### config.mk
export PLATFORM = sky130hd
export DESIGN_NAME = esx_syndrome_encoder
export DESIGN_NICKNAME = d
export VERILOG_FILES = /design/src/hdl/esx_pkg.sv /design/src/hdl/esx_syndrome_encoder.sv
export SDC_FILE = /design/constraint.sdc
export NUM_CORES = 1
export LEC_CHECK = 0
export BUFFER_PORTS_ARGS = -buffer_cell sky130_fd_sc_hd__buf_2
export CORE_AREA = 5 5 134 97
export CTS_CLUSTER_DIAMETER = 80
export CTS_CLUSTER_SIZE = 14
export DETAILED_ROUTE_END_ITERATION = 6
export DIE_AREA = 0 0 139 102
export PLACE_DENSITY = 0.73
export SETUP_SLACK_MARGIN = 0.3
export SYNTH_ARGS = -nofsm -noshare
export SYNTH_HDL_FRONTEND = slang
export SYNTH_SLANG_ARGS = --single-unit
### constraint.sdc
create_clock -name ref_clk -period 2.5 [get_ports ref_clk]
set_input_delay 0.25 -clock ref_clk [delete_from_list [all_inputs] [get_ports ref_clk]]
set_output_delay 0.25 -clock ref_clk [all_outputs]
set_load 0.005 [all_outputs]
### src/hdl/esx_pkg.sv
package esx_pkg;

  // register map
  localparam logic [7:0] ESX_CTRL_OFS = 8'h00;
  localparam logic [7:0] ESX_SYND_OFS = 8'h04;
  localparam logic [7:0] ESX_STAT_OFS = 8'h08;

  // control register fields
  localparam int         ESX_CTRL_VEC_BIT     = 0;
  localparam int         ESX_CTRL_NARROW_BIT  = 1;
  localparam int         ESX_CTRL_PASSAL_BIT  = 2;
  localparam int         ESX_CTRL_NOFAIL_BIT  = 3;
  localparam int         ESX_CTRL_W           = 4;
  localparam logic [3:0] ESX_CTRL_RESET       = 4'h1;

  // exception classes
  localparam logic [5:0] ESX_EC_UNKNOWN = 6'h00;
  localparam logic [5:0] ESX_EC_FP      = 6'h07;
  localparam logic [5:0] ESX_EC_SYSREG  = 6'h18;
  localparam logic [5:0] ESX_EC_VEC     = 6'h19;

  // syndrome field positions
  localparam int         ESX_CV_BIT    = 24;
  localparam int         ESX_CONDITION_CODE_FIELD_LSB  = 20;
  localparam int         ESX_PASSU_BIT = 19;
  localparam int         ESX_OP0_LSB   = 20;
  localparam int         ESX_OP2_LSB   = 17;
  localparam int         ESX_OP1_LSB   = 14;
  localparam int         ESX_CRN_LSB   = 10;
  localparam int         ESX_RT_LSB    = 5;
  localparam int         ESX_CRM_LSB   = 1;
  localparam logic [3:0] ESX_CONDITION_CODE_FIELD_ALWAYS = 4'hE;

  typedef enum logic [2:0] {
    EK_FP, EK_VEC, EK_ILLEGAL, EK_ALIGN, EK_HVC, EK_SVC, EK_SMC, EK_SYSREG
  } esx_kind_type;

  typedef enum logic [1:0] {IS_64, IS_WIDE, IS_NARROW} esx_isa_type;

  typedef struct packed {
    esx_kind_type kind;
    esx_isa_type  isa;
    logic [1:0]   curLevel;
    logic [1:0]   trapTarget;
    logic [23:0]  callImmediate;
    logic [3:0]   condCode;
    logic         isCond;
    logic         passedCheck;
    logic [1:0]   sysopFirst;
    logic [2:0]   sysopSecond;
    logic [2:0]   sysopThird;
    logic [3:0]   sysPrimaryRegnum;
    logic [3:0]   sysSecondaryRegnum;
    logic [4:0]   transferRegnum;
    logic         isRead;
  } esx_exc_type;

  typedef struct packed {
    logic fpAccessEnableL1;
    logic fpAccessEnableL2;
    logic fpTrapBitL2;
    logic fpTrapBitL3;
    logic vectorAccessEnableL1;
    logic vectorAccessEnableL2;
    logic vectorTrapL2;
    logic vectorEnableL3;
    logic monitorCallTrap;
  } esx_trap_ctrl_type;

  typedef struct packed {
    logic [5:0]  exceptionClass;
    logic [24:0] syndromeDetail;
    logic [1:0]  targetLevel;
  } esx_report_type;

endpackage : esx_pkg

### src/hdl/esx_syndrome_encoder.sv
// Added by the designer: the APB slave port and the placing of the registers.
`timescale 1ns/1ps
`default_nettype none
module esx_syndrome_encoder #(
  parameter logic [5:0] ILLEGAL_EC = 6'h30,
  parameter logic [5:0] ALIGN_EC   = 6'h31,
  parameter logic [5:0] SVC32_EC   = 6'h32,
  parameter logic [5:0] SVC64_EC   = 6'h33,
  parameter logic [5:0] HVC_EC     = 6'h34,
  parameter logic [5:0] SMC32_EC   = 6'h35,
  parameter logic [5:0] SMC64_EC   = 6'h36
) (
  // clock and reset
  input  wire logic                       ref_clk,
  input  wire logic                       rst_b,
  // exception request from decode
  input  wire logic                       excTake,
  input  wire esx_pkg::esx_exc_type       excInfo,
  input  wire esx_pkg::esx_trap_ctrl_type trapCtrl,
  // syndrome report
  output logic                            reportValid,
  output esx_pkg::esx_report_type         report,
  // apb slave
  input  wire logic                       psel,
  input  wire logic                       penable,
  input  wire logic                       pwrite,
  input  wire logic [7:0]                 paddr,
  input  wire logic [31:0]                pwdata,
  output logic [31:0]                     prdata,
  output logic                            pready,
  output logic                            pslverr
);
  import esx_pkg::*;

  logic [ESX_CTRL_W-1:0] ctrl_q;
  esx_report_type        report_q;
  esx_report_type        report_d;
  logic                  valid_q;
  logic                  raise_d;
  logic [15:0]           count_q;
  logic [15:0]           dropped_q;
  logic [31:0]           prdata_q;
  logic                  err_q;
  logic [1:0]            fpLevel;
  logic                  fpHit;
  logic [1:0]            vecLevel;
  logic                  vecHit;
  logic [4:0]            cvCond;
  logic                  passUncertain;
  logic                  smcTrapped;

  // lowest blocking level wins, as each level only sees traps from below
  always_comb begin
    fpHit   = 1'b1;
    fpLevel = 2'd1;
    if (excInfo.curLevel <= 2'd1 && !trapCtrl.fpAccessEnableL1) begin
      fpLevel = 2'd1;
    end else if (excInfo.curLevel <= 2'd2 &&
                 (!trapCtrl.fpAccessEnableL2 || trapCtrl.fpTrapBitL2)) begin
      fpLevel = 2'd2;
    end else if (trapCtrl.fpTrapBitL3) begin
      fpLevel = 2'd3;
    end else begin
      fpHit = 1'b0;
    end
  end

  always_comb begin
    vecHit   = 1'b1;
    vecLevel = 2'd1;
    if (excInfo.curLevel <= 2'd1 && !trapCtrl.vectorAccessEnableL1) begin
      vecLevel = 2'd1;
    end else if (excInfo.curLevel <= 2'd2 &&
                 (!trapCtrl.vectorAccessEnableL2 || trapCtrl.vectorTrapL2)) begin
      vecLevel = 2'd2;
    end else if (!trapCtrl.vectorEnableL3) begin
      vecLevel = 2'd3;
    end else begin
      vecHit = 1'b0;
    end
  end

  // condition-valid and condition code for trapped instructions
  always_comb begin
    cvCond = {1'b1, ESX_CONDITION_CODE_FIELD_ALWAYS};
    unique case (excInfo.isa)
      IS_64: cvCond = {1'b1, ESX_CONDITION_CODE_FIELD_ALWAYS};
      IS_WIDE: begin
        if (excInfo.isCond && !(excInfo.passedCheck && ctrl_q[ESX_CTRL_PASSAL_BIT])) begin
          cvCond = {1'b1, excInfo.condCode};
        end else begin
          cvCond = {1'b1, ESX_CONDITION_CODE_FIELD_ALWAYS};
        end
      end
      IS_NARROW: begin
        // unknown condition is reported as zero when condition-valid is clear
        if (ctrl_q[ESX_CTRL_NARROW_BIT]) begin
          cvCond = {1'b1, excInfo.isCond ? excInfo.condCode : ESX_CONDITION_CODE_FIELD_ALWAYS};
        end else begin
          cvCond = 5'h00;
        end
      end
      default: cvCond = {1'b1, ESX_CONDITION_CODE_FIELD_ALWAYS};
    endcase
  end

  // a fail that is never trapped lets the flag read zero throughout
  assign passUncertain = excInfo.isCond && !excInfo.passedCheck &&
                         !ctrl_q[ESX_CTRL_NOFAIL_BIT];
  assign smcTrapped    = trapCtrl.monitorCallTrap && excInfo.curLevel == 2'd1;

  always_comb begin
    raise_d                 = excTake;
    report_d.exceptionClass = ESX_EC_UNKNOWN;
    report_d.syndromeDetail = '0;
    report_d.targetLevel    = excInfo.trapTarget;
    unique case (excInfo.kind)
      EK_FP: begin
        raise_d                 = excTake && fpHit;
        report_d.exceptionClass = ESX_EC_FP;
        report_d.targetLevel    = fpLevel;
        report_d.syndromeDetail[ESX_CONDITION_CODE_FIELD_LSB +: 5] = cvCond;
      end
      EK_VEC: begin
        raise_d              = excTake && vecHit;
        report_d.targetLevel = vecLevel;
        report_d.exceptionClass = ctrl_q[ESX_CTRL_VEC_BIT] ? ESX_EC_VEC
                                                            : ESX_EC_UNKNOWN;
      end
      EK_ILLEGAL: report_d.exceptionClass = ILLEGAL_EC;
      EK_ALIGN:   report_d.exceptionClass = ALIGN_EC;
      EK_HVC: begin
        report_d.exceptionClass = HVC_EC;
        report_d.targetLevel    = 2'd2;
        report_d.syndromeDetail[15:0] = excInfo.callImmediate[15:0];
      end
      EK_SVC: begin
        report_d.targetLevel = (excInfo.curLevel == 2'd0) ? 2'd1 : excInfo.curLevel;
        if (excInfo.isa == IS_64) begin
          report_d.exceptionClass       = SVC64_EC;
          report_d.syndromeDetail[15:0] = excInfo.callImmediate[15:0];
        end else begin
          report_d.exceptionClass = SVC32_EC;
          raise_d = excTake && (!excInfo.isCond || excInfo.passedCheck);
          // a conditional call's immediate is undefined; zero is reported
          if (!excInfo.isCond && excInfo.isa == IS_NARROW) begin
            report_d.syndromeDetail[15:0] = {8'h00, excInfo.callImmediate[7:0]};
          end else if (!excInfo.isCond) begin
            report_d.syndromeDetail[15:0] = excInfo.callImmediate[15:0];
          end
        end
      end
      EK_SMC: begin
        report_d.targetLevel = smcTrapped ? 2'd2 : 2'd3;
        if (excInfo.isa == IS_64) begin
          report_d.exceptionClass       = SMC64_EC;
          report_d.syndromeDetail[15:0] = excInfo.callImmediate[15:0];
        end else begin
          report_d.exceptionClass = SMC32_EC;
          if (smcTrapped) begin
            report_d.syndromeDetail[ESX_PASSU_BIT] = passUncertain;
            if (passUncertain) begin
              report_d.syndromeDetail[ESX_CONDITION_CODE_FIELD_LSB +: 5] = cvCond;
            end
          end
        end
      end
      EK_SYSREG: begin
        report_d.exceptionClass = ESX_EC_SYSREG;
        report_d.syndromeDetail[ESX_OP0_LSB +: 2] = excInfo.sysopFirst;
        report_d.syndromeDetail[ESX_OP2_LSB +: 3] = excInfo.sysopThird;
        report_d.syndromeDetail[ESX_OP1_LSB +: 3] = excInfo.sysopSecond;
        report_d.syndromeDetail[ESX_CRN_LSB +: 4] = excInfo.sysPrimaryRegnum;
        report_d.syndromeDetail[ESX_RT_LSB +: 5]  = excInfo.transferRegnum;
        report_d.syndromeDetail[ESX_CRM_LSB +: 4] = excInfo.sysSecondaryRegnum;
        report_d.syndromeDetail[0] = excInfo.isRead;
      end
    endcase
  end

  // class, detail and level share one flop so they can never disagree
  always_ff @(posedge ref_clk or negedge rst_b) begin
    if (!rst_b) begin
      report_q <= '0;
    end else if (raise_d) begin
      report_q <= report_d;
    end
  end

  always_ff @(posedge ref_clk or negedge rst_b) begin
    if (!rst_b) begin
      valid_q <= 1'b0;
    end else begin
      valid_q <= raise_d;
    end
  end

  always_ff @(posedge ref_clk or negedge rst_b) begin
    if (!rst_b) begin
      count_q   <= 16'h0000;
      dropped_q <= 16'h0000;
    end else begin
      if (raise_d) begin
        count_q <= count_q + 16'h0001;
      end
      if (excTake && !raise_d) begin
        dropped_q <= dropped_q + 16'h0001;
      end
    end
  end

  assign reportValid = valid_q;
  assign report      = report_q;

  // apb: read data and error latched in setup, zero-wait access phase
  logic setup;
  logic mapped;
  assign setup  = psel && !penable;
  assign mapped = paddr == ESX_CTRL_OFS || paddr == ESX_SYND_OFS ||
                  paddr == ESX_STAT_OFS;
  assign pready = psel && penable;

  always_ff @(posedge ref_clk or negedge rst_b) begin
    if (!rst_b) begin
      ctrl_q <= ESX_CTRL_RESET;
    end else if (psel && penable && pwrite && paddr == ESX_CTRL_OFS) begin
      ctrl_q <= pwdata[ESX_CTRL_W-1:0];
    end
  end

  always_ff @(posedge ref_clk or negedge rst_b) begin
    if (!rst_b) begin
      prdata_q <= 32'h0000_0000;
      err_q    <= 1'b0;
    end else if (setup) begin
      err_q <= !mapped;
      unique case (paddr)
        ESX_CTRL_OFS: prdata_q <= {28'h000_0000, ctrl_q};
        ESX_SYND_OFS: prdata_q <= {1'b0, report_q.exceptionClass, report_q.syndromeDetail};
        ESX_STAT_OFS: prdata_q <= {dropped_q[13:0], report_q.targetLevel, count_q};
        default:      prdata_q <= 32'h0000_0000;
      endcase
    end
  end

  assign prdata  = prdata_q;
  assign pslverr = err_q && psel && penable;
endmodule : esx_syndrome_encoder
`default_nettype wire

### Word level (Yosys, flattened, before mapping)

Cells that the tools add are included.

| storage, ports and cells | value |
|---|---|
| flip-flop bits (word level) | 103 |
| bits of input ports | 116 |
| word-level logic and storage cells | 103 |

| operators by class | value |
|---|---|
| add/subtract/negate cells | 2 |
| order comparisons | 2 |
| equality and inequality tests | 12 |
| mux-type cells | 38 |
| reduce and logical (&&, ||, !) cells | 40 |

Operator list:

| operator | number |
|---|---|
| one-hot mux 32 bit (3 select lines) | 1 |
| 2-to-1 mux 16 bit | 4 |
| one-hot mux 16 bit (4 select lines) | 1 |
| one-hot mux 6 bit (8 select lines) | 1 |
| adder 16 x 1 -> 16 bit (second input constant) | 2 |
| logical AND 1 bit | 20 |
| 2-to-1 mux 2 bit | 8 |
| 2-to-1 mux 5 bit | 3 |
| equality test 3 bit (second input constant) | 4 |
| 2-to-1 mux 6 bit | 2 |
| logical NOT 1 bit | 11 |
| one-hot mux 2 bit (5 select lines) | 1 |
| one-hot mux 5 bit (2 select lines) | 1 |
| 2-to-1 mux 1 bit | 9 |
| equality test 8 x 3 -> 1 bit (second input constant) | 1 |
| equality test 8 x 4 -> 1 bit (second input constant) | 1 |
| logical NOT 8 bit | 1 |
| 2-to-1 mux 4 bit | 2 |
| equality test 3 x 2 -> 1 bit (second input constant) | 2 |
| one-hot mux 2 bit (3 select lines) | 1 |
| one-hot mux 3 bit (2 select lines) | 1 |
| logical OR 1 bit | 5 |
| equality test 2 x 1 -> 1 bit (second input constant) | 2 |
| logical NOT 2 bit | 2 |
| 8 further kinds | 8 |

### Depth between registers and ports, before layout

| depth | value |
|---|---|
| depth in word-level cells | 9 |
| gate-level depth with buffers | 7 |

### Least setup slack after synthesis

OpenSTA, ideal clock, no wires.

| path | value |
|---|---|
| path kind | input port to flip-flop |
| start | input port excInfo[56] (netlist bit) |
| end | register count_q[1] |
| data arrival time | 1.718 ns |
| required time | 2.375 ns |
| path slack | 0.657 ns |
| stages on the path | 7 |
| cells stage by stage | inv_1 -> ha_1 -> o31ai_1 -> o221ai_2 -> nand2_2 -> buf_4 -> mux2_2 |

| on the way | value |
|---|---|
| longest elaborated chain between the ends | 3 |

RTL lines:

| item | RTL line | text |
|---|---|---|
| start, declared | esx_syndrome_encoder.sv:18 | `input wire esx_pkg::esx_exc_type excInfo,` |
| logical NOT 2 bit | esx_syndrome_encoder.sv:139 | `if (excInfo.isa == IS_64) begin` |
| 2-to-1 mux 1 bit | esx_syndrome_encoder.sv:139 |  |
| one-hot mux 1 bit (3 select lines) | esx_syndrome_encoder.sv:117 | `unique case (excInfo.kind)` |
| end signal, assigned | esx_syndrome_encoder.sv:204 | `count_q <= count_q + 16'h0001;` |
| end, declared | esx_syndrome_encoder.sv:40 | `logic [15:0] count_q;` |

No other way between the ends.
A chain may end at the register's enable or synchronous reset.

### Worst setup path in the final report

| path | value |
|---|---|
| start | register count_q[5] |
| end | register count_q[15] |

| on the way | value |
|---|---|
| longest elaborated chain between the ends | 1 |

RTL lines:

| item | RTL line |
|---|---|
| adder 16 x 1 -> 16 bit | esx_syndrome_encoder.sv:204 |

No other way between the ends.

==> metrics.txt <==
outcome=finished clean; CTS HTree Levels=3; std cell rows=33; post-synthesis sequential area ratio=between 40% and 50%; Synth Warn #=0; Leak=a little under 3 nW; leading area contributor after synthesis=dfrtp_1; NumNets Final=781; clk sinks=a little over 100; Max Root-Sink Buffers=2; share of cells above drive strength 1=about a third; area grow syn2layout=25.5%; DP Wirelength=11,500 um; dominant cells by area after synthesis=dfrtp_1 49%, a22oi_1 7.4%, nand2_1 4.1%; crit-path max FO=5; Setup CP Type=register to register; gp weighted congestion=0.879; routed vias/inst=between 5 and 6; drt pass-1 iters=5; vias in the first global route=~4,600; Mapped Area=approximately 0.0051 mm2; clock slew at reported path FFs=approximately 0.070 ns; critical path endpoint category=register; Max-Slew Margin vs Limit=a little over a third; Register Area=around 0.0025 mm2; maximum VDD drop=~0.38 mV; Initial DRC Count=~370; drt total wl=15,100 um; Mapped Cells=520; CTS tree=yes; Inserted Diodes=0; Util after Layout=approximately 55%; Total GRT Usage=between 20% and 30%; Slew @ Worst Pin=0.964 ns; via count=~4,700; largest net degree at the start of global routing=51; Setup WS pre-CTS=between 0.2 and 0.3 ns; setup TNS=0 ns; period utilization=around three quarters; die width=139 um; Die H=around 100 um; number of flops mapped to enable cells by yosys=0; Clk Latency, worst-skew pair=0.35 ns; Post-CTS Resized=0; Pwr Density=652 mW/mm2; WL/cell=approximately 18 um; Initial Utilization=between 40% and 50%; PnR worst setup slack=0.579 ns; post-synth top area share=49.2%; Seq cells post-synth=roughly 100; dpl cell area=between 0.006 and 0.007 mm2; Mapped Nets=approximately 640; Max Fclk=about 520 MHz; Post-synth top flop=dfrtp_1; final setup fails=0; CTS buffer count=9; CP required=around 2.7 ns; Period minus WS final=between 1.5 and 2 ns; IO buf count=between 100 and 150; placed cells=805; initial antenna violation count=0; global-route wire length before repair=approximately 25,000 um; Worst Path Arrival=2.15 ns; Max-cap violations=0; multi-input logic area=roughly 0.0024 mm2; synthesized area per cell=roughly 9.8 um2; unrepaired setup endpoints after global routing=no; die footprint=around 0.014 mm2; core area=0.0116 mm2; Non-Filler Instances=822; Slew Viols, Final=0; Worst Skew=between 0.008 and 0.009 ns; Hold Path Class=input pin to register; IO Pins=184; Root Buffer=clkbuf_16; Final Instance Area=0.00639 mm2; async set-reset flop share out of synthesis=100%; ANT nets after route=0; Final Hold Viols=0; residual DRC count=0; crit start category=register; Cell variety after synth=between 40 and 50; Fill cells=around 1,000; gr ovfl total=0
registers in the layout, summed over array words and instances, names as in the netlist:
signal and count:
report 33, prdata 32, count_q 16, dropped_q 14
ctrl_q 4, err_q 1, reportValid 1
report_power, final:
part | internal [mW] | switching (mW)
Clock | 0.911 | 0.611
Combinational | 0.284 | 0.356
Sequential | 1.79 | 0.213
Total | 2.98 | 1.18
layout make-up:
cell class	count	area share [%]
repair buffers	164	14.0
clock inverters	5	1.29
inverters	15	0.881
flip-flops and latches	101	39.6
well taps	157	3.07
clock buffers	11	3.80
multi-input cells	369	37.4
layer usage:
layer | vias up | global-route usage, % | part of all wire, %
li1 | 2191 | - | -
met1 | 2254 | 30.6 | 47
met2 | 190 | 33.5 | 44
met3 | 17 | 6.17 | 7.8
met4 | 0 | 6.02 | 1.7
met5 | - | 0 | 0
worst max-delay path, stage by stage (launching register included):
cell and delay, ns:
dfrtp_1 0.42, nand2_1 0.14, nor4_2 0.41, nand4_1 0.14, or4b_1 0.55, xnor2_1 0.14
cell families after synthesis:
family	after synthesis	share of synthesized area, %
adder cells (fa/ha/maj)	5	1.23
buffers and inverters	50	3.88
multiplexers	18	3.88
AND/OR/NAND/NOR	157	16.3
flip-flops	101	49.7
XOR/XNOR	28	4.82
AO/OA/AOI/OAI	161	20.3
cell usage in the layout, fill, tap and decap left out, types with 3 or more instances in the layout:
| master | count |
|---|---|
| and2_1 | 4 |
| o211ai_1 | 3 |
| a22oi_1 | 50 |
| inv_1 | 15 |
| nand2b_1 | 6 |
| a211oi_1 | 3 |
| a21oi_1 | 34 |
| clkbuf_16 | 9 |
| nand3_1 | 23 |
| ha_1 | 5 |
| dfrtp_1 | 100 |
| mux2_2 | 14 |
| xnor2_1 | 15 |
| nor2_1 | 18 |
| o21ai_0 | 38 |
| nor4_2 | 8 |
| mux2i_1 | 4 |
| and4_1 | 3 |
| buf_2 | 146 |
| buf_4 | 15 |
| nand2_1 | 56 |
| a21bo_2 | 3 |
| nor2b_1 | 4 |
| nand4_1 | 11 |
| nor3_1 | 7 |
| xor2_1 | 13 |
| a31oi_1 | 21 |
| and3_1 | 7 |
worst paths after layout:
check | start | depth (start not counted) | end | slack, ns
min | pwdata[2] | 2 | ctrl_q[2] | 0.13
max in group asynchronous | rst_b | 3 | count_q[4] | 1.34
max reg2reg | count_q[5] | 5 | count_q[15] | 0.58
min in group asynchronous | rst_b | 2 | report[20] | 0.47
min reg2reg | prdata[31] | 2 | prdata[31] | 0.47
max | count_q[5] | 5 | count_q[15] | 0.58
synth_stat cells, types with 6 or more instances:
cell        n
a31oi_1    21
nand3_1    23
nand2b_1    6
and3_1      7
a21oi_1    34
clkbuf_1   31
nor2_1     19
nand2_1    56
xor2_1     13
dfrtp_1   100
o21ai_0    38
nor3_1      7
xnor2_1    15
a22oi_1    50
mux2_2     14
nor4_2      8
inv_1      15
nand4_1    11
what timing repair did:
item	in CTS	in global routing
hold endpoints to repair	47	0
hold buffers	1	0
buffers inserted	0	0
stage by stage:
stage               hold slack [ns]  power, mW
finish                        0.134       4.16
floorplan                   -0.0456       2.32
global route                  0.127       4.36
global placement              0.313       2.63
detailed placement            0.322       2.66
CTS                           0.124       4.18
Power figures use the tool's default switching activity.
